File: src/design/hscc_pkg.sv
package hscc_pkg;

  localparam int HSCC_DW = 32;
  localparam int HSCC_AW = 8;
  localparam int HSCC_NCNT = 2;

  // Register byte addresses
  localparam logic [7:0] ADDR_CTRL0 = 8'h00;
  localparam logic [7:0] ADDR_NEWCUR0 = 8'h04;
  localparam logic [7:0] ADDR_NEWPRE0 = 8'h08;
  localparam logic [7:0] ADDR_CNT_STRIDE = 8'h0c;
  localparam logic [7:0] ADDR_MODE_DEF = 8'h18;
  localparam logic [7:0] ADDR_APPLY = 8'h1c;
  localparam logic [7:0] ADDR_STATUS0 = 8'h20;
  localparam logic [7:0] ADDR_STATUS1 = 8'h24;
  localparam logic [7:0] ADDR_CUR0 = 8'h28;
  localparam logic [7:0] ADDR_CUR1 = 8'h2c;
  localparam logic [7:0] ADDR_IRQ_STAT = 8'h30;
  localparam logic [7:0] ADDR_IRQ_CLR = 8'h34;
  localparam logic [7:0] ADDR_IRQ_EN = 8'h38;
  localparam logic [7:0] ADDR_GIE = 8'h3c;
  localparam logic [7:0] ADDR_MODE_RB = 8'h40;

  // Control byte fields
  localparam int CB_EN = 7;
  localparam int CB_LDCUR = 6;
  localparam int CB_LDPRE = 5;
  localparam int CB_UPDIR = 4;
  localparam int CB_DIRUP = 3;
  localparam int CB_RATE1 = 2;
  localparam int CB_SPOL = 1;
  localparam int CB_RPOL = 0;

  // Status byte fields
  localparam int ST_DIR = 5;
  localparam int ST_EQ = 6;
  localparam int ST_GT = 7;

  // Mode define and apply fields
  localparam int MD_SEL = 8;
  localparam int AP_SEL = 0;

  // Counting modes
  localparam logic [3:0] MODE_INT_LAST = 4'h2;
  localparam logic [3:0] MODE_EXT_LAST = 4'h5;
  localparam logic [3:0] MODE_UPDN_LAST = 4'h8;
  localparam logic [3:0] MODE_QUAD_NONE = 4'h9;
  localparam logic [3:0] MODE_QUAD_RST = 4'ha;
  localparam logic [3:0] MODE_QUAD_BOTH = 4'hb;
  localparam logic [3:0] MODE_PGEN = 4'hc;

  // Interrupt status bits
  localparam int HSCC_NEV = 5;
  localparam int EV_C0_EQ = 0;
  localparam int EV_C1_EQ = 1;
  localparam int EV_C1_DIR = 2;
  localparam int EV_C1_RST = 3;
  localparam int EV_DEF_ERR = 4;

  localparam logic [1:0] RESP_OKAY = 2'h0;
  localparam logic [1:0] RESP_SLVERR = 2'h2;

  typedef enum logic [1:0] {
    HSCC_OFF = 2'b00,
    HSCC_RUN = 2'b01,
    HSCC_LOAD = 2'b10
  } hscc_state_t;

endpackage

File: src/design/hscc_axil.sv
`timescale 1ns/1ps
module hscc_axil
  import hscc_pkg::*;
(
  input wire logic aclk,
  input wire logic aresetn,
  input wire logic [HSCC_AW-1:0] s_axi_awaddr,
  input wire logic s_axi_awvalid,
  output logic s_axi_awready,
  input wire logic [HSCC_DW-1:0] s_axi_wdata,
  input wire logic [3:0] s_axi_wstrb,
  input wire logic s_axi_wvalid,
  output logic s_axi_wready,
  output logic [1:0] s_axi_bresp,
  output logic s_axi_bvalid,
  input wire logic s_axi_bready,
  input wire logic [HSCC_AW-1:0] s_axi_araddr,
  input wire logic s_axi_arvalid,
  output logic s_axi_arready,
  output logic [HSCC_DW-1:0] s_axi_rdata,
  output logic [1:0] s_axi_rresp,
  output logic s_axi_rvalid,
  input wire logic s_axi_rready,
  output logic wr_en,
  output logic [HSCC_AW-1:0] wr_addr,
  output logic [HSCC_DW-1:0] wr_data,
  output logic [3:0] wr_strb,
  input wire logic wr_ok,
  input wire logic [HSCC_DW-1:0] rd_data,
  input wire logic rd_ok
);

  logic aw_got;
  logic w_got;

  assign wr_en = aw_got && w_got && !s_axi_bvalid;

  // Write address and data, taken in either order
  always_ff @(posedge aclk) begin
    if (!aresetn) begin
      aw_got <= 1'b0;
      w_got <= 1'b0;
      s_axi_awready <= 1'b1;
      s_axi_wready <= 1'b1;
      wr_addr <= '0;
      wr_data <= '0;
      wr_strb <= '0;
    end else begin
      if (s_axi_awvalid && s_axi_awready) begin
        aw_got <= 1'b1;
        s_axi_awready <= 1'b0;
        wr_addr <= s_axi_awaddr;
      end
      if (s_axi_wvalid && s_axi_wready) begin
        w_got <= 1'b1;
        s_axi_wready <= 1'b0;
        wr_data <= s_axi_wdata;
        wr_strb <= s_axi_wstrb;
      end
      if (wr_en) begin
        aw_got <= 1'b0;
        w_got <= 1'b0;
      end
      if (s_axi_bvalid && s_axi_bready) begin
        s_axi_awready <= 1'b1;
        s_axi_wready <= 1'b1;
      end
    end
  end

  // Write response
  always_ff @(posedge aclk) begin
    if (!aresetn) begin
      s_axi_bvalid <= 1'b0;
      s_axi_bresp <= RESP_OKAY;
    end else if (wr_en) begin
      s_axi_bvalid <= 1'b1;
      s_axi_bresp <= wr_ok ? RESP_OKAY : RESP_SLVERR;
    end else if (s_axi_bready) begin
      s_axi_bvalid <= 1'b0;
    end
  end

  // Read channel
  always_ff @(posedge aclk) begin
    if (!aresetn) begin
      s_axi_arready <= 1'b1;
      s_axi_rvalid <= 1'b0;
      s_axi_rdata <= '0;
      s_axi_rresp <= RESP_OKAY;
    end else if (s_axi_arvalid && s_axi_arready) begin
      s_axi_arready <= 1'b0;
      s_axi_rvalid <= 1'b1;
      s_axi_rdata <= rd_data;
      s_axi_rresp <= rd_ok ? RESP_OKAY : RESP_SLVERR;
    end else if (s_axi_rvalid && s_axi_rready) begin
      s_axi_rvalid <= 1'b0;
      s_axi_arready <= 1'b1;
    end
  end

endmodule

File: src/design/hscc_top.sv
`timescale 1ns/1ps
module hscc_top
  import hscc_pkg::*;
(
  input wire logic aclk,
  input wire logic aresetn,
  input wire logic [HSCC_AW-1:0] s_axi_awaddr,
  input wire logic s_axi_awvalid,
  output logic s_axi_awready,
  input wire logic [HSCC_DW-1:0] s_axi_wdata,
  input wire logic [3:0] s_axi_wstrb,
  input wire logic s_axi_wvalid,
  output logic s_axi_wready,
  output logic [1:0] s_axi_bresp,
  output logic s_axi_bvalid,
  input wire logic s_axi_bready,
  input wire logic [HSCC_AW-1:0] s_axi_araddr,
  input wire logic s_axi_arvalid,
  output logic s_axi_arready,
  output logic [HSCC_DW-1:0] s_axi_rdata,
  output logic [1:0] s_axi_rresp,
  output logic s_axi_rvalid,
  input wire logic s_axi_rready,
  input wire logic [HSCC_NCNT-1:0] cnt_phase_a,
  input wire logic [HSCC_NCNT-1:0] cnt_phase_b,
  input wire logic [HSCC_NCNT-1:0] cnt_ext_start,
  input wire logic [HSCC_NCNT-1:0] cnt_ext_reset,
  input wire logic pulse_generator_zero,
  output logic irq
);

  logic wr_en;
  logic [HSCC_AW-1:0] wr_addr;
  logic [HSCC_DW-1:0] wr_data;
  logic [3:0] wr_strb;
  logic wr_ok;
  logic [HSCC_DW-1:0] rd_data;
  logic rd_ok;

  logic [7:0] ctrl_byte [HSCC_NCNT];
  logic [31:0] new_cur [HSCC_NCNT];
  logic [31:0] new_pre [HSCC_NCNT];
  logic [31:0] cur_val [HSCC_NCNT];
  logic [31:0] pre_val [HSCC_NCNT];
  logic [3:0] mode [HSCC_NCNT];
  logic [HSCC_NCNT-1:0] defined;
  logic [HSCC_NCNT-1:0] dir_up;
  logic [HSCC_NCNT-1:0] eq_now;
  logic [HSCC_NCNT-1:0] gt_now;
  logic [HSCC_NCNT-1:0] ev_eq;
  logic [HSCC_NCNT-1:0] ev_dir;
  logic [HSCC_NCNT-1:0] ev_rst;
  logic [HSCC_NCNT-1:0] def_err;

  logic [HSCC_NEV-1:0] irq_stat;
  logic [HSCC_NEV-1:0] irq_en;
  logic [HSCC_NEV-1:0] irq_set;
  logic gie;

  logic apply_hit;
  logic def_hit;

  hscc_axil i_hscc_axil (
    .aclk(aclk),
    .aresetn(aresetn),
    .s_axi_awaddr(s_axi_awaddr),
    .s_axi_awvalid(s_axi_awvalid),
    .s_axi_awready(s_axi_awready),
    .s_axi_wdata(s_axi_wdata),
    .s_axi_wstrb(s_axi_wstrb),
    .s_axi_wvalid(s_axi_wvalid),
    .s_axi_wready(s_axi_wready),
    .s_axi_bresp(s_axi_bresp),
    .s_axi_bvalid(s_axi_bvalid),
    .s_axi_bready(s_axi_bready),
    .s_axi_araddr(s_axi_araddr),
    .s_axi_arvalid(s_axi_arvalid),
    .s_axi_arready(s_axi_arready),
    .s_axi_rdata(s_axi_rdata),
    .s_axi_rresp(s_axi_rresp),
    .s_axi_rvalid(s_axi_rvalid),
    .s_axi_rready(s_axi_rready),
    .wr_en(wr_en),
    .wr_addr(wr_addr),
    .wr_data(wr_data),
    .wr_strb(wr_strb),
    .wr_ok(wr_ok),
    .rd_data(rd_data),
    .rd_ok(rd_ok)
  );

  function automatic logic [31:0] merge(input logic [31:0] old_v,
                                        input logic [31:0] new_v,
                                        input logic [3:0] strb);
    logic [31:0] r;
    r = old_v;
    for (int i = 0; i < 4; i++) begin
      if (strb[i]) begin
        r[i*8 +: 8] = new_v[i*8 +: 8];
      end
    end
    return r;
  endfunction

  function automatic logic has_reset(input logic [3:0] m);
    case (m)
      4'h1, 4'h2, 4'h4, 4'h5, 4'h7, 4'h8, MODE_QUAD_RST, MODE_QUAD_BOTH:
        has_reset = 1'b1;
      default: has_reset = 1'b0;
    endcase
  endfunction

  function automatic logic has_start(input logic [3:0] m);
    case (m)
      4'h2, 4'h5, 4'h8, MODE_QUAD_BOTH: has_start = 1'b1;
      default: has_start = 1'b0;
    endcase
  endfunction

  function automatic logic sw_dir_mode(input logic [3:0] m);
    sw_dir_mode = (m <= MODE_INT_LAST) || (m == MODE_PGEN);
  endfunction

  assign apply_hit = wr_en && (wr_addr == ADDR_APPLY) && wr_strb[0];
  assign def_hit = wr_en && (wr_addr == ADDR_MODE_DEF) && wr_strb[1];

  genvar g;
  generate
    for (g = 0; g < HSCC_NCNT; g++) begin : g_cnt
      localparam logic [7:0] A_CTRL = 8'(ADDR_CTRL0 + g * ADDR_CNT_STRIDE);
      localparam logic [7:0] A_CUR = 8'(ADDR_NEWCUR0 + g * ADDR_CNT_STRIDE);
      localparam logic [7:0] A_PRE = 8'(ADDR_NEWPRE0 + g * ADDR_CNT_STRIDE);
      hscc_state_t state;
      hscc_state_t next_state;
      logic apply;
      logic define;
      logic [3:0] def_mode;
      logic bad_mode;
      logic rate1;
      logic spol;
      logic rpol;
      logic a_q;
      logic b_q;
      logic gen_q;
      logic rst_q;
      logic eq_q;
      logic rise_a;
      logic rise_b;
      logic rise_gen;
      logic rst_lvl;
      logic start_ok;
      logic step_up;
      logic step_dn;
      logic [3:0] quad;

      // Values act only on apply
      // apply gates all but mode, which define sets at once
      assign apply = apply_hit && (wr_data[AP_SEL] == 1'(g)) && defined[g];
      assign define = def_hit && (wr_data[MD_SEL] == 1'(g));
      assign def_mode = wr_data[3:0];
      assign bad_mode = (def_mode > MODE_PGEN) ||
                        ((def_mode == MODE_PGEN) && (g != 0));

      always_ff @(posedge aclk) begin
        if (!aresetn) begin
          ctrl_byte[g] <= '0;
          new_cur[g] <= '0;
          new_pre[g] <= '0;
        end else if (wr_en) begin
          if (wr_addr == A_CTRL && wr_strb[0]) begin
            ctrl_byte[g] <= wr_data[7:0];
          end
          if (wr_addr == A_CUR) begin
            new_cur[g] <= merge(new_cur[g], wr_data, wr_strb);
          end
          if (wr_addr == A_PRE) begin
            new_pre[g] <= merge(new_pre[g], wr_data, wr_strb);
          end
        end
      end

      always_ff @(posedge aclk) begin
        if (!aresetn) begin
          mode[g] <= '0;
          defined[g] <= 1'b0;
          def_err[g] <= 1'b0;
        end else begin
          def_err[g] <= define && (defined[g] || bad_mode);
          if (define && !defined[g] && !bad_mode) begin
            mode[g] <= def_mode;
            defined[g] <= 1'b1;
          end
        end
      end

      always_comb begin
        next_state = state;
        case (state)
          HSCC_OFF, HSCC_RUN: begin
            if (apply) begin
              if (!ctrl_byte[g][CB_EN]) begin
                next_state = HSCC_OFF;
              end else if (ctrl_byte[g][CB_LDCUR]) begin
                next_state = HSCC_LOAD;
              end else begin
                next_state = HSCC_RUN;
              end
            end
          end
          HSCC_LOAD: next_state = HSCC_RUN;
          default: next_state = HSCC_OFF;
        endcase
      end

      always_ff @(posedge aclk) begin
        if (!aresetn) begin
          state <= HSCC_OFF;
        end else begin
          state <= next_state;
        end
      end

      always_ff @(posedge aclk) begin
        if (!aresetn) begin
          rate1 <= 1'b0;
          spol <= 1'b0;
          rpol <= 1'b0;
        end else if (apply && ctrl_byte[g][CB_EN] &&
                     ctrl_byte[g][CB_UPDIR]) begin
          rate1 <= ctrl_byte[g][CB_RATE1];
          spol <= ctrl_byte[g][CB_SPOL];
          rpol <= ctrl_byte[g][CB_RPOL];
        end
      end

      always_ff @(posedge aclk) begin
        if (!aresetn) begin
          a_q <= 1'b0;
          b_q <= 1'b0;
          gen_q <= 1'b0;
          rst_q <= 1'b0;
          eq_q <= 1'b0;
        end else begin
          a_q <= cnt_phase_a[g];
          b_q <= cnt_phase_b[g];
          gen_q <= pulse_generator_zero;
          rst_q <= rst_lvl;
          eq_q <= eq_now[g];
        end
      end

      assign rise_a = cnt_phase_a[g] && !a_q;
      assign rise_b = cnt_phase_b[g] && !b_q;
      assign rise_gen = pulse_generator_zero && !gen_q;
      assign rst_lvl = has_reset(mode[g]) && (cnt_ext_reset[g] ^ rpol);
      assign start_ok = !has_start(mode[g]) || (cnt_ext_start[g] ^ spol);
      assign quad = {a_q, b_q, cnt_phase_a[g], cnt_phase_b[g]};

      // Count step per mode
      always_comb begin
        step_up = 1'b0;
        step_dn = 1'b0;
        if (mode[g] <= MODE_INT_LAST) begin
          step_up = rise_a && dir_up[g];
          step_dn = rise_a && !dir_up[g];
        end else if (mode[g] <= MODE_EXT_LAST) begin
          step_up = rise_a && cnt_phase_b[g];
          step_dn = rise_a && !cnt_phase_b[g];
        end else if (mode[g] <= MODE_UPDN_LAST) begin
          step_up = rise_a && !rise_b;
          step_dn = rise_b && !rise_a;
        end else if (mode[g] <= MODE_QUAD_BOTH) begin
          if (rate1) begin
            step_up = rise_a && !cnt_phase_b[g];
            step_dn = rise_a && cnt_phase_b[g];
          end else begin
            case (quad)
              4'b0010, 4'b1011, 4'b1101, 4'b0100: step_up = 1'b1;
              4'b0001, 4'b0111, 4'b1110, 4'b1000: step_dn = 1'b1;
              default: step_up = 1'b0;
            endcase
          end
        end else if (mode[g] == MODE_PGEN) begin
          step_up = rise_gen && dir_up[g];
          step_dn = rise_gen && !dir_up[g];
        end
      end

      // Current and preset values
      always_ff @(posedge aclk) begin
        if (!aresetn) begin
          cur_val[g] <= '0;
          pre_val[g] <= '0;
        end else if (apply && ctrl_byte[g][CB_EN]) begin
          if (ctrl_byte[g][CB_LDCUR]) begin
            cur_val[g] <= new_cur[g];
          end
          if (ctrl_byte[g][CB_LDPRE]) begin
            pre_val[g] <= new_pre[g];
          end
        end else if (state == HSCC_RUN) begin
          if (rst_lvl && !rst_q) begin
            cur_val[g] <= '0;
          end else if (start_ok && step_up) begin
            cur_val[g] <= cur_val[g] + 32'h1;
          end else if (start_ok && step_dn) begin
            cur_val[g] <= cur_val[g] - 32'h1;
          end
        end
      end

      // Direction and events
      always_ff @(posedge aclk) begin
        if (!aresetn) begin
          dir_up[g] <= 1'b1;
          ev_dir[g] <= 1'b0;
          ev_rst[g] <= 1'b0;
          ev_eq[g] <= 1'b0;
        end else begin
          ev_dir[g] <= 1'b0;
          ev_rst[g] <= (state == HSCC_RUN) && !apply && rst_lvl && !rst_q;
          ev_eq[g] <= (state == HSCC_RUN) && !apply && eq_now[g] && !eq_q;
          if (apply && ctrl_byte[g][CB_EN] && ctrl_byte[g][CB_UPDIR] &&
              sw_dir_mode(mode[g])) begin
            dir_up[g] <= ctrl_byte[g][CB_DIRUP];
          end else if (state == HSCC_RUN && !apply && start_ok &&
                       !sw_dir_mode(mode[g]) && (step_up || step_dn)) begin
            dir_up[g] <= step_up;
            ev_dir[g] <= (step_up != dir_up[g]);
          end
        end
      end

      assign eq_now[g] = (cur_val[g] == pre_val[g]);
      assign gt_now[g] = ($signed(cur_val[g]) > $signed(pre_val[g]));
    end
  endgenerate

  always_comb begin
    irq_set = '0;
    irq_set[EV_C0_EQ] = ev_eq[0];
    irq_set[EV_C1_EQ] = ev_eq[1];
    irq_set[EV_C1_DIR] = ev_dir[1];
    irq_set[EV_C1_RST] = ev_rst[1];
    irq_set[EV_DEF_ERR] = |def_err;
  end

  // Sticky status, set wins over clear
  always_ff @(posedge aclk) begin
    if (!aresetn) begin
      irq_stat <= '0;
    end else if (wr_en && wr_addr == ADDR_IRQ_CLR) begin
      irq_stat <= (irq_stat & ~wr_data[HSCC_NEV-1:0]) | irq_set;
    end else begin
      irq_stat <= irq_stat | irq_set;
    end
  end

  always_ff @(posedge aclk) begin
    if (!aresetn) begin
      irq_en <= '0;
      gie <= 1'b0;
    end else if (wr_en && wr_strb[0]) begin
      if (wr_addr == ADDR_IRQ_EN) begin
        irq_en <= wr_data[HSCC_NEV-1:0];
      end
      if (wr_addr == ADDR_GIE) begin
        gie <= wr_data[0];
      end
    end
  end

  always_ff @(posedge aclk) begin
    if (!aresetn) begin
      irq <= 1'b0;
    end else begin
      irq <= gie && |(irq_stat & irq_en);
    end
  end

  always_comb begin
    case (wr_addr)
      ADDR_CTRL0, ADDR_NEWCUR0, ADDR_NEWPRE0,
      8'(ADDR_CTRL0 + ADDR_CNT_STRIDE), 8'(ADDR_NEWCUR0 + ADDR_CNT_STRIDE),
      8'(ADDR_NEWPRE0 + ADDR_CNT_STRIDE), ADDR_MODE_DEF, ADDR_APPLY,
      ADDR_IRQ_CLR, ADDR_IRQ_EN, ADDR_GIE: wr_ok = 1'b1;
      default: wr_ok = 1'b0;
    endcase
  end

  // Register read mux
  always_comb begin
    rd_data = '0;
    rd_ok = 1'b1;
    case (s_axi_araddr)
      ADDR_CTRL0: rd_data[7:0] = ctrl_byte[0];
      ADDR_NEWCUR0: rd_data = new_cur[0];
      ADDR_NEWPRE0: rd_data = new_pre[0];
      8'(ADDR_CTRL0 + ADDR_CNT_STRIDE): rd_data[7:0] = ctrl_byte[1];
      8'(ADDR_NEWCUR0 + ADDR_CNT_STRIDE): rd_data = new_cur[1];
      8'(ADDR_NEWPRE0 + ADDR_CNT_STRIDE): rd_data = new_pre[1];
      ADDR_MODE_DEF, ADDR_APPLY, ADDR_IRQ_CLR: rd_data = '0;
      ADDR_STATUS0: begin
        rd_data[ST_DIR] = dir_up[0];
        rd_data[ST_EQ] = eq_now[0];
        rd_data[ST_GT] = gt_now[0];
      end
      ADDR_STATUS1: begin
        rd_data[ST_DIR] = dir_up[1];
        rd_data[ST_EQ] = eq_now[1];
        rd_data[ST_GT] = gt_now[1];
      end
      ADDR_CUR0: rd_data = cur_val[0];
      ADDR_CUR1: rd_data = cur_val[1];
      ADDR_IRQ_STAT: rd_data[HSCC_NEV-1:0] = irq_stat;
      ADDR_IRQ_EN: rd_data[HSCC_NEV-1:0] = irq_en;
      ADDR_GIE: rd_data[0] = gie;
      ADDR_MODE_RB: rd_data = {19'h0, defined[1], mode[1], 3'h0,
                               defined[0], mode[0]};
      default: rd_ok = 1'b0;
    endcase
  end

endmodule

File: config.mk
export PLATFORM = sky130hd
export DESIGN_NAME = hscc_top
export DESIGN_NICKNAME = d
export VERILOG_FILES = /design/src/design/hscc_pkg.sv /design/src/design/hscc_axil.sv /design/src/design/hscc_top.sv
export SDC_FILE = /design/constraint.sdc
export NUM_CORES = 1
export LEC_CHECK = 0
export ABC_AREA = 1
export BUFFER_PORTS_ARGS = -buffer_cell sky130_fd_sc_hd__buf_2
export CORE_UTILIZATION = 35
export DETAILED_ROUTE_END_ITERATION = 8
export MAX_ROUTING_LAYER = met4
export PLACE_DENSITY = 0.51
export SETUP_SLACK_MARGIN = 0.2
export SLEW_MARGIN = 20
export SYNTH_ARGS = -nofsm -noshare
export SYNTH_HDL_FRONTEND = slang
export SYNTH_SLANG_ARGS = --single-unit
File: constraint.sdc
create_clock -name aclk -period 8.8 [get_ports aclk]
set_input_delay 0 -clock aclk [delete_from_list [all_inputs] [get_ports aclk]]
set_output_delay 0 -clock aclk [all_outputs]
set_load 0.01 [all_outputs]
==> metrics.md, run 1 <==
| Metric | Value |
|---|---|
| Final Critical Period | 5.11 ns |
| Switching share of total power | 0.257 |
| Clk Latency, worst-skew pair | 0.61 ns |
| Startpoint types | register |
| Initial antenna violation count | 1 |
| Seq/Total Area, Yosys | 0.461 |
| Initial DRC count | 2086 |
| First-pass GRT wire length | 131000 µm |
| Final WL | 89800 µm |
| Share of cells above drive strength 1 | 0.0923 |
| Commonest non-fill, non-tap cells in the layout | 561 x nand2_1, 466 x nor2_1, 422 x inv_1 |
| Slew headroom | 0.264 |
| Number of global-route vias before repair | 20500 |
| Synth async-reset ratio | 0 |
| Clk network pwr share | 0.454 |
| Cell Int Power | 0.00349 W |
| Clock sinks | 406 |
| Starting Density | 0.353 |
| Unrepaired setup endpoints after global routing | no |
| CTS tree | yes |
| Maximum VDD drop | 0.000128 V |
| Gr usage total | 0.267 |
| Leading cell type in the layout, fill and taps excluded | nand2_1 |
| Max-cap viol count | 0 |
| Io pins | 110 |
| Fmax | 196 MHz |
| CTS Buf Count | 49 |
| Die ar. | 68700 µm² |
| Setup crit end kind | register |
| Clock Path Buffers | 3 |
| Routed len/inst | 22.2 µm |
| Slew Limit Fails | 0 |
| Hold Crit Class | in2reg |
| DRC viols | 0 |
| Clock root cell | clkbuf_16 |
| Final hold vios | 0 |
| Synth Instances | 2981 |
| Max FO, Critical Path | 41 |
| H-tree Lvls | 2 |
| Finished Cell Area | 27500 µm² |
| Largest net degree at the start of global routing | 60 |
| Net count, final | 3269 |
| Comb power frac | 0.087 |
| Gr ovfl total | 0 |
| Port bufs | 107 |
| Run status | completed |
| Core Area | 67000 µm² |
| Final setup vio count | 0 |
| Routability cong. | 0.943 |
| Die W | 262 µm |
| Ys Warns | 0 |
| Die span in y | 262 µm |
| Vias | 21200 |
| Pre-Repair DR Iteration Count | 8 |
| Final period utilization | 0.581 |
| Clk slew on worst S/H paths | 0.06 ns |
| Tightest Pin Transition | 1.09 ns |
| Power Density | 171 nW/µm² |
| DP HPWL | 68100 µm |
| Crit path DAT | 5.33 ns |
| Synth Flop Type | edfxtp_1 |
| Req. time, crit path | 9.02 ns |
| Leak pwr | 11.4 nW |
| #FFs+latches synth | 406 |
| Reg power frac | 0.459 |
| Post-synth EDFFs | 280 |
| Critical path class | reg2reg |
| Setup_tns | 0 ns |
| Synth unique cells | 58 |
| Mean Syn Cell Area | 7.95 µm² |
| DP Area | 24900 µm² |
| Synthesized area | 23700 µm² |
| Routed Antenna Nets | 0 |
| Via-per-instance ratio | 5.26 |
| Total net switching power | 0.00121 W |
| Area Growth Syn to Fin | 15.9% |
| Std-Cell Rows | 95 |
| Skew final | 0.0233 ns |
-- synthesized netlist by cell type (8+ instances only) --
master / number / area (µm²)
a21oi_1: 130 / 651
a21oi_2: 20 / 175
a31oi_1: 10 / 62.6
buf_2: 31 / 155
clkbuf_1: 81 / 304
dfxtp_1: 126 / 2520
edfxtp_1: 280 / 8410
ha_1: 78 / 976
inv_1: 422 / 1580
inv_2: 8 / 30.0
nand2_1: 562 / 2110
nand3_1: 177 / 886
nand4_1: 66 / 413
nor2_1: 467 / 1750
nor3_1: 58 / 290
nor4_1: 10 / 62.6
o2111ai_1: 10 / 87.6
o211ai_1: 10 / 75.1
o21ai_0: 143 / 716
o21ai_1: 9 / 45.0
o221ai_1: 13 / 114
o22ai_1: 53 / 332
o31ai_1: 13 / 97.6
xnor2_1: 12 / 105
xor2_1: 94 / 823
-- registers in the layout, summed over array words and instances, names as in the netlist, 8 cells and up --
signal	flops
cur_val	64
new_cur	64
new_pre	64
pre_val	64
i_hscc_axil.s_axi_rdata	32
i_hscc_axil.wr_data	32
ctrl_byte	16
i_hscc_axil.wr_addr	8
mode	8
-- routing by layer --
metal	part of all wire	vias up	track usage
met4	0.044	0	0.112
li1	-	10100	-
met3	0.058	158	0.0340
met2	0.47	776	0.432
met5	0	-	-
met1	0.43	10200	0.336
-- power by group through the flow --
stage	combinational, W	clock [W]	sequential, W
6_report	0.000410	0.00213	0.00216
2_1_floorplan	0.000237	0	0.00217
5_1_grt	0.000451	0.00223	0.00217
3_5_place_dp	0.000373	0	0.00220
3_3_place_gp	0.000369	0	0.00220
4_1_cts	0.000408	0.00217	0.00216
-- final timing paths --
path                    end  cells past startpoint  slack, ns             start
min               dir_up[0]                      7       0.08  cnt_ext_start[0]
max reg2reg  cur_val[1][26]                     12       3.69        mode[1][1]
min reg2reg        ev_eq[0]                      1       0.39     g_cnt[0].eq_q
max          cur_val[1][26]                     12       3.69        mode[1][1]
-- through the flow --
step,worst slack [ns],total power (W),hold WS (ns),instances,util
floorplan,5.01,0.00241,0.0976,2982,-
global placement,3.87,0.00257,0.202,3860,0.372
CTS,3.80,0.00473,0.0584,4036,0.409
global route,3.38,0.00485,0.139,4037,0.409
detailed placement,3.84,0.00257,0.200,3860,0.372
finish,3.69,0.00470,0.0757,4037,0.409
-- logic make-up after synthesis --
logic type | after synthesis | synth area share
XOR/XNOR | 106 | 0.0392
adder cells (fa/ha/maj) | 78 | 0.0412
buffers and inverters | 566 | 0.0961
AO/OA/AOI/OAI | 433 | 0.107
other | 1 | 0.000158
AND/OR/NAND/NOR | 1391 | 0.255
flip-flops | 406 | 0.461
-- cell type report --
type,instances,area (µm²)
fillers,6940,39600
flip-flops and latches,406,10900
multi-input cells,2010,10500
inverters,435,1640
repair buffers,221,1610
clock buffers,73,1500
well taps,873,1090
clock inverters,18,175
diodes,1,2.50
-- timing repair --
| item | CTS | global route |
|---|---|---|
| endpoints found under the setup margin | 0 | 0 |
| endpoints found under the hold margin | 91 | 0 |
| setup buffers | 0 | 0 |
| resized for setup | 0 | 0 |
| hold buffers | 85 | 0 |
-- critical path, cell delays in order (launching register included) --
cell      delay, ns
edfxtp_1       0.44
inv_1          0.19
ha_1           0.28
inv_1          0.10
o21ai_0        0.31
a31oi_1        0.07
nand2_1        0.09
nand2_1        0.09
a21oi_4        0.70
nand3_2        0.95
nand2_4        0.53
inv_4          0.23
nand2_2        0.67
(Power assumes the default switching activity.)
==> inputs of run 2 (changes only) <==
Clock period 8.8 ns to 5.08 ns, I/O delays scaled along.
==> metrics.md, run 2 (synthesis gave the netlist of run 1 again) <==
| Metric | Value |
|---|---|
| Initial DRC count | 2042 |
| Reg power frac | 0.467 |
| Req. time, crit path | 5.23 ns |
| Skew final | 0.0245 ns |
| Port bufs | 107 |
| Starting Density | 0.353 |
| Gr usage total | 0.268 |
| Hold_buf cts | 82 |
| Leak pwr | 11.4 nW |
| FILL cells | 6974 |
| Buffers plus inverters on the worst setup path | 3 |
| Critical path's slowest cell | nand2_2 |
| Resized Gates After CTS | 0 |
| Clock Path Buffers | 3 |
| Number of global-route vias before repair | 20700 |
| Routability cong. | 0.955 |
| Die span in y | 262 µm |
| H-tree Lvls | 2 |
| Clock root cell | clkbuf_16 |
| Net count, final | 3270 |
| Final Critical Period | 4.01 ns |
| Std-Cell Rows | 95 |
| Switching share of total power | 0.264 |
| First-pass GRT wire length | 132000 µm |
| Clk network pwr share | 0.444 |
| Final hold vios | 0 |
| Total net switching power | 0.00211 W |
| Delay-heaviest family, CP | simple AND/OR/NAND/NOR gates |
| Routed len/inst | 22.4 µm |
| Clk slew on worst S/H paths | 0.06 ns |
| Max-cap viol count | 0 |
| CTS tree | yes |
| Antenna cells | 0 |
| Core Area | 67000 µm² |
| Crit path DAT | 4.16 ns |
| Io pins | 110 |
| Critical path class | reg2reg |
| Via-per-instance ratio | 5.31 |
| Hold Crit Class | in2reg |
| Area Growth Syn to Fin | 15.7% |
| Routed Antenna Nets | 0 |
| Final setup vio count | 0 |
| Die ar. | 68700 µm² |
| Cell Int Power | 0.00590 W |
| Setup WS pre-CTS | 1.13 ns |
| DP HPWL | 68300 µm |
| Leading cell type in the layout, fill and taps excluded | nand2_1 |
| Run status | completed |
| Maximum VDD drop | 0.000291 V |
| Worst setup margin | 1.07 ns |
| Setup_tns | 0 ns |
| Startpoint types | register |
| Final WL | 90300 µm |
| Max FO, Critical Path | 32 |
| Setup Fix Bufs, Post-CTS | 0 |
| Setup crit end kind | register |
| CTS Buf Count | 48 |
| Clk Latency, worst-skew pair | 0.62 ns |
| Final period utilization | 0.790 |
| Clock sinks | 406 |
| Commonest non-fill, non-tap cells in the layout | 561 x nand2_1, 466 x nor2_1, 422 x inv_1 |
| Unrepaired setup endpoints after global routing | no |
| Vias | 21400 |
| Slew Limit Fails | 0 |
| Fmax | 249 MHz |
| Gr ovfl total | 0 |
| Power Density | 292 nW/µm² |
| Initial antenna violation count | 0 |
| Tightest Pin Transition | 0.881 ns |
| Slew headroom | 0.408 |
| Critical Path Max Stage Delay | 0.57 ns |
| Comb power frac | 0.089 |
| DRC viols | 0 |
| Pre-Repair DR Iteration Count | 6 |
| Die W | 262 µm |
| Share of cells above drive strength 1 | 0.0939 |
| Largest net degree at the start of global routing | 70 |
| Crit-path cells | inv_1 -> ha_1 -> inv_1 -> o21ai_0 -> a31oi_1 -> nand2_1 -> nand2_1 -> nand2_4 -> nand2_2 -> nand3_2 -> nand2_4 -> inv_4 -> nand2_2 |
-- run 2: cell types whose count changed in the layout (fill, tap and decap cells not counted), moves of 2 or more --
cell and change:
clkinv_2 +3, clkbuf_1 -5, clkbuf_16 -2, buf_4 +5
clkinv_4 +5, clkbuf_8 -2, clkinv_1 +2, o21ai_2 -2
dlygate4sd3_1 -3
-- run 2: final timing paths --
check / startpoint / to / slack [ns] / depth (start not counted)
max: mode[1][0] / cur_val[1][21] / 1.07 / 13
min: s_axi_arvalid / i_hscc_axil.s_axi_rdata[25] / 0.03 / 5
max reg2reg: mode[1][0] / cur_val[1][21] / 1.07 / 13
min reg2reg: g_cnt[0].eq_q / ev_eq[0] / 0.40 / 1
-- run 2: stage by stage --
step	util	hold WS [ns]	area, µm²	total power, W	cells
floorplan	-	0.0976	23700	0.00417	2982
global placement	0.372	0.213	25000	0.00445	3865
detailed placement	0.372	0.218	25000	0.00446	3865
CTS	0.409	0.0124	27400	0.00805	4037
global route	0.409	0.0465	27400	0.00825	4037
finish	0.409	0.0339	27400	0.00801	4037
-- run 2: worst register-to-register path: cells and delay by family (launching register included) --
family	cells	cell delay (ns)
compound gates	2	0.45
simple gates	7	1.81
fa+ha+maj	1	0.25
flops	1	0.42
buf+inv	3	0.62
-- run 2: layout make-up --
| type | instances | area [µm²] | share of cell area |
|---|---|---|---|
| flip-flops and latches | 406 | 10900 | 0.399 |
| multi-input cells | 2010 | 10500 | 0.383 |
| inverters | 435 | 1640 | 0.0599 |
| clock inverters | 27 | 219 | 0.00799 |
| repair buffers | 223 | 1610 | 0.0589 |
| clock buffers | 63 | 1390 | 0.0509 |
| well taps | 873 | 1090 | 0.0399 |
-- run 2: power groups by stage --
stage / logic [W] / clock network, W / registers, W
after detailed placement: 0.000652 / 0 / 0.00381
after floorplan: 0.000411 / 0 / 0.00376
after global routing: 0.000783 / 0.00371 / 0.00375
final: 0.000716 / 0.00356 / 0.00374
after CTS: 0.000709 / 0.00360 / 0.00374
after global placement: 0.000642 / 0 / 0.00381
-- run 2: metal layers --
layer	global-route usage	part of all wire	vias to the layer above
met5	-	0	-
met4	0.102	0.039	0
met3	0.0365	0.065	177
met2	0.437	0.47	906
met1	0.338	0.43	10200
li1	-	-	10100
==> inputs of run 3 (changes only) <==
Clock period 5.08 ns to 3.9 ns, I/O delays scaled along.
==> metrics.md, run 3 (synthesis gave the netlist of run 1 again) <==
| Metric | Value |
|---|---|
| Net count, final | 3300 |
| WL met2 | 43100 µm |
| Gr usage total | 0.267 |
| Setup_tns | 0 ns |
| Run status | completed |
| Largest net degree at the start of global routing | 74 |
| Area Growth Syn to Fin | 16.3% |
| Core Area | 67000 µm² |
| Routed Antenna Nets | 0 |
| R2R depth | 15 |
| Max FO, Critical Path | 33 |
| DRC viols | 0 |
| Io pins | 110 |
| Wire length on met1 | 38900 µm |
| CTS Buf Count | 48 |
| H-tree Lvls | 2 |
| Maximum VDD drop | 0.000367 V |
| Initial antenna violation count | 1 |
| Setup Fix Bufs, Post-CTS | 0 |
| FILL cells | 6913 |
| Register-to-register path setup slack | 0.46 ns |
| Hold path depth | 6 |
| Hold path startpoint | s_axi_araddr[4] |
| Multi-input gate area | 10500 µm² |
| Leak pwr | 11.5 nW |
| Clock sinks | 406 |
| Vias | 21200 |
| Clk Latency, worst-skew pair | 0.60 ns |
| Via-per-instance ratio | 5.22 |
| Leading cell type in the layout, fill and taps excluded | nand2_1 |
| Unrepaired setup endpoints after global routing | no |
| Clk slew on worst S/H paths | 0.06 ns |
| Starting Density | 0.353 |
| Final hold vios | 0 |
| Worst setup margin | 0.462 ns |
| FF-to-FF End | cur_val[1][20] |
| Slew headroom | 0.289 |
| Tightest Pin Transition | 1.06 ns |
| Finished Cell Area | 27600 µm² |
| Number of global-route vias before repair | 20400 |
| Share of cells above drive strength 1 | 0.101 |
| Clock root cell | clkbuf_16 |
| Slew Limit Fails | 0 |
| Final period utilization | 0.882 |
| Port bufs | 107 |
| CTS tree | yes |
| Gr ovfl total | 0 |
| Die ar. | 68700 µm² |
| Met3 WL | 4800 µm |
| Final setup vio count | 0 |
| Final Critical Period | 3.44 ns |
| Fmax | 291 MHz |
| Crit path DAT | 3.74 ns |
| Die W | 262 µm |
| Max-cap viol count | 0 |
| Commonest non-fill, non-tap cells in the layout | 560 x nand2_1, 466 x nor2_1, 422 x inv_1 |
| Pre-Repair DR Iteration Count | 8 |
| Hold Crit Class | in2reg |
| Hold WS | 0.0714 ns |
| Startpoint types | register |
| DP Area | 25200 µm² |
| Final WL | 89800 µm |
| FF+latch area | 10900 µm² |
| Initial DRC count | 1994 |
| DP HPWL | 68000 µm |
| Setup crit end kind | register |
| First-pass GRT wire length | 130000 µm |
| Skew final | 0.0233 ns |
| Routability cong. | 0.929 |
| Clock Path Buffers | 3 |
| Std-Cell Rows | 95 |
| Req. time, crit path | 4.20 ns |
| Reg2reg start | mode[1][0] |
| WHS Endpoint | i_hscc_axil.s_axi_rresp[1] |
| Routed len/inst | 22.1 µm |
| Power Density | 373 nW/µm² |
| Setup WS pre-CTS | 0.371 ns |
| Die span in y | 262 µm |
| Critical path class | reg2reg |
| Max Used Layer | met4 |
## run 3: cell count changes in the layout (fill, tap and decap cells not counted), moves of 2 or more
cell,before,now
clkbuf_8,3,5
clkinv_4,5,2
dlygate4sd3_1,82,79
clkinv_2,13,7
clkbuf_16,53,49
inv_4,2,5
o21ai_0,134,142
buf_12,0,2
o21ai_1,17,9
clkinv_1,6,10
buf_4,35,66
## run 3: critical path: stages (launching register included)
cell and delay [ns]:
edfxtp_1 0.42, inv_1 0.20, ha_1 0.26, inv_1 0.09, o21ai_0 0.29, a31oi_1 0.12
nand2_1 0.10, nand2_1 0.09, nand2_4 0.31, nand2_8 0.24, inv_6 0.20, nor2_8 0.06
nand2_4 0.14, inv_4 0.04, nand2_2 0.35, buf_12 0.23
## run 3: how the worst max path moves through the flow
| stage | startpoint | cells after the start | end |
|---|---|---|---|
| after global placement | mode[1][0] | 14 | cur_val[1][25] |
| after global routing | mode[1][0] | 15 | cur_val[1][17] |
| after CTS | mode[1][0] | 14 | cur_val[1][24] |
| final | mode[1][0] | 15 | cur_val[1][20] |
| after detailed placement | mode[1][0] | 14 | cur_val[1][21] |
| after floorplan | mode[0][0] | 9 | cur_val[0][0] |
## run 3: area by class of cell
type / instances / share of cell area
Clock inverter: 27 / 0.00772
Tap cell: 873 / 0.0396
Sequential cell: 406 / 0.397
Inverter: 435 / 0.0595
Antenna cell: 1 / 0.0000908
Multi-Input combinational cell: 2010 / 0.381
Clock buffer: 62 / 0.0481
Timing Repair Buffer: 253 / 0.0674
## run 3: repair_timing
action | in CTS | in global routing
setup endpoints to repair | 0 | 20
hold endpoints to repair | 62 | 0
resized for setup | 0 | 1
hold buffers | 79 | 0
## run 3: power by group
group          leakage, nW  switching, W  internal, W  total, W
Sequential            3.92      0.000118      0.00474   0.00486
Clock                0.758       0.00192      0.00254   0.00446
Combinational         6.79      0.000667     0.000292  0.000959
Total                 11.5       0.00270      0.00758    0.0103
## run 3: through the flow
step	instances	utilization	power (W)
3_3_place_gp	3898	0.376	0.00582
4_1_cts	4066	0.411	0.0104
6_report	4067	0.411	0.0103
2_1_floorplan	2982	-	0.00544
5_1_grt	4067	0.411	0.0106
3_5_place_dp	3898	0.376	0.00583
## run 3: metal layers
layer	GRT usage	vias up
met4	0.0882	0
met5	-	-
met3	0.0275	134
li1	-	10200
met1	0.343	10100
met2	0.437	757
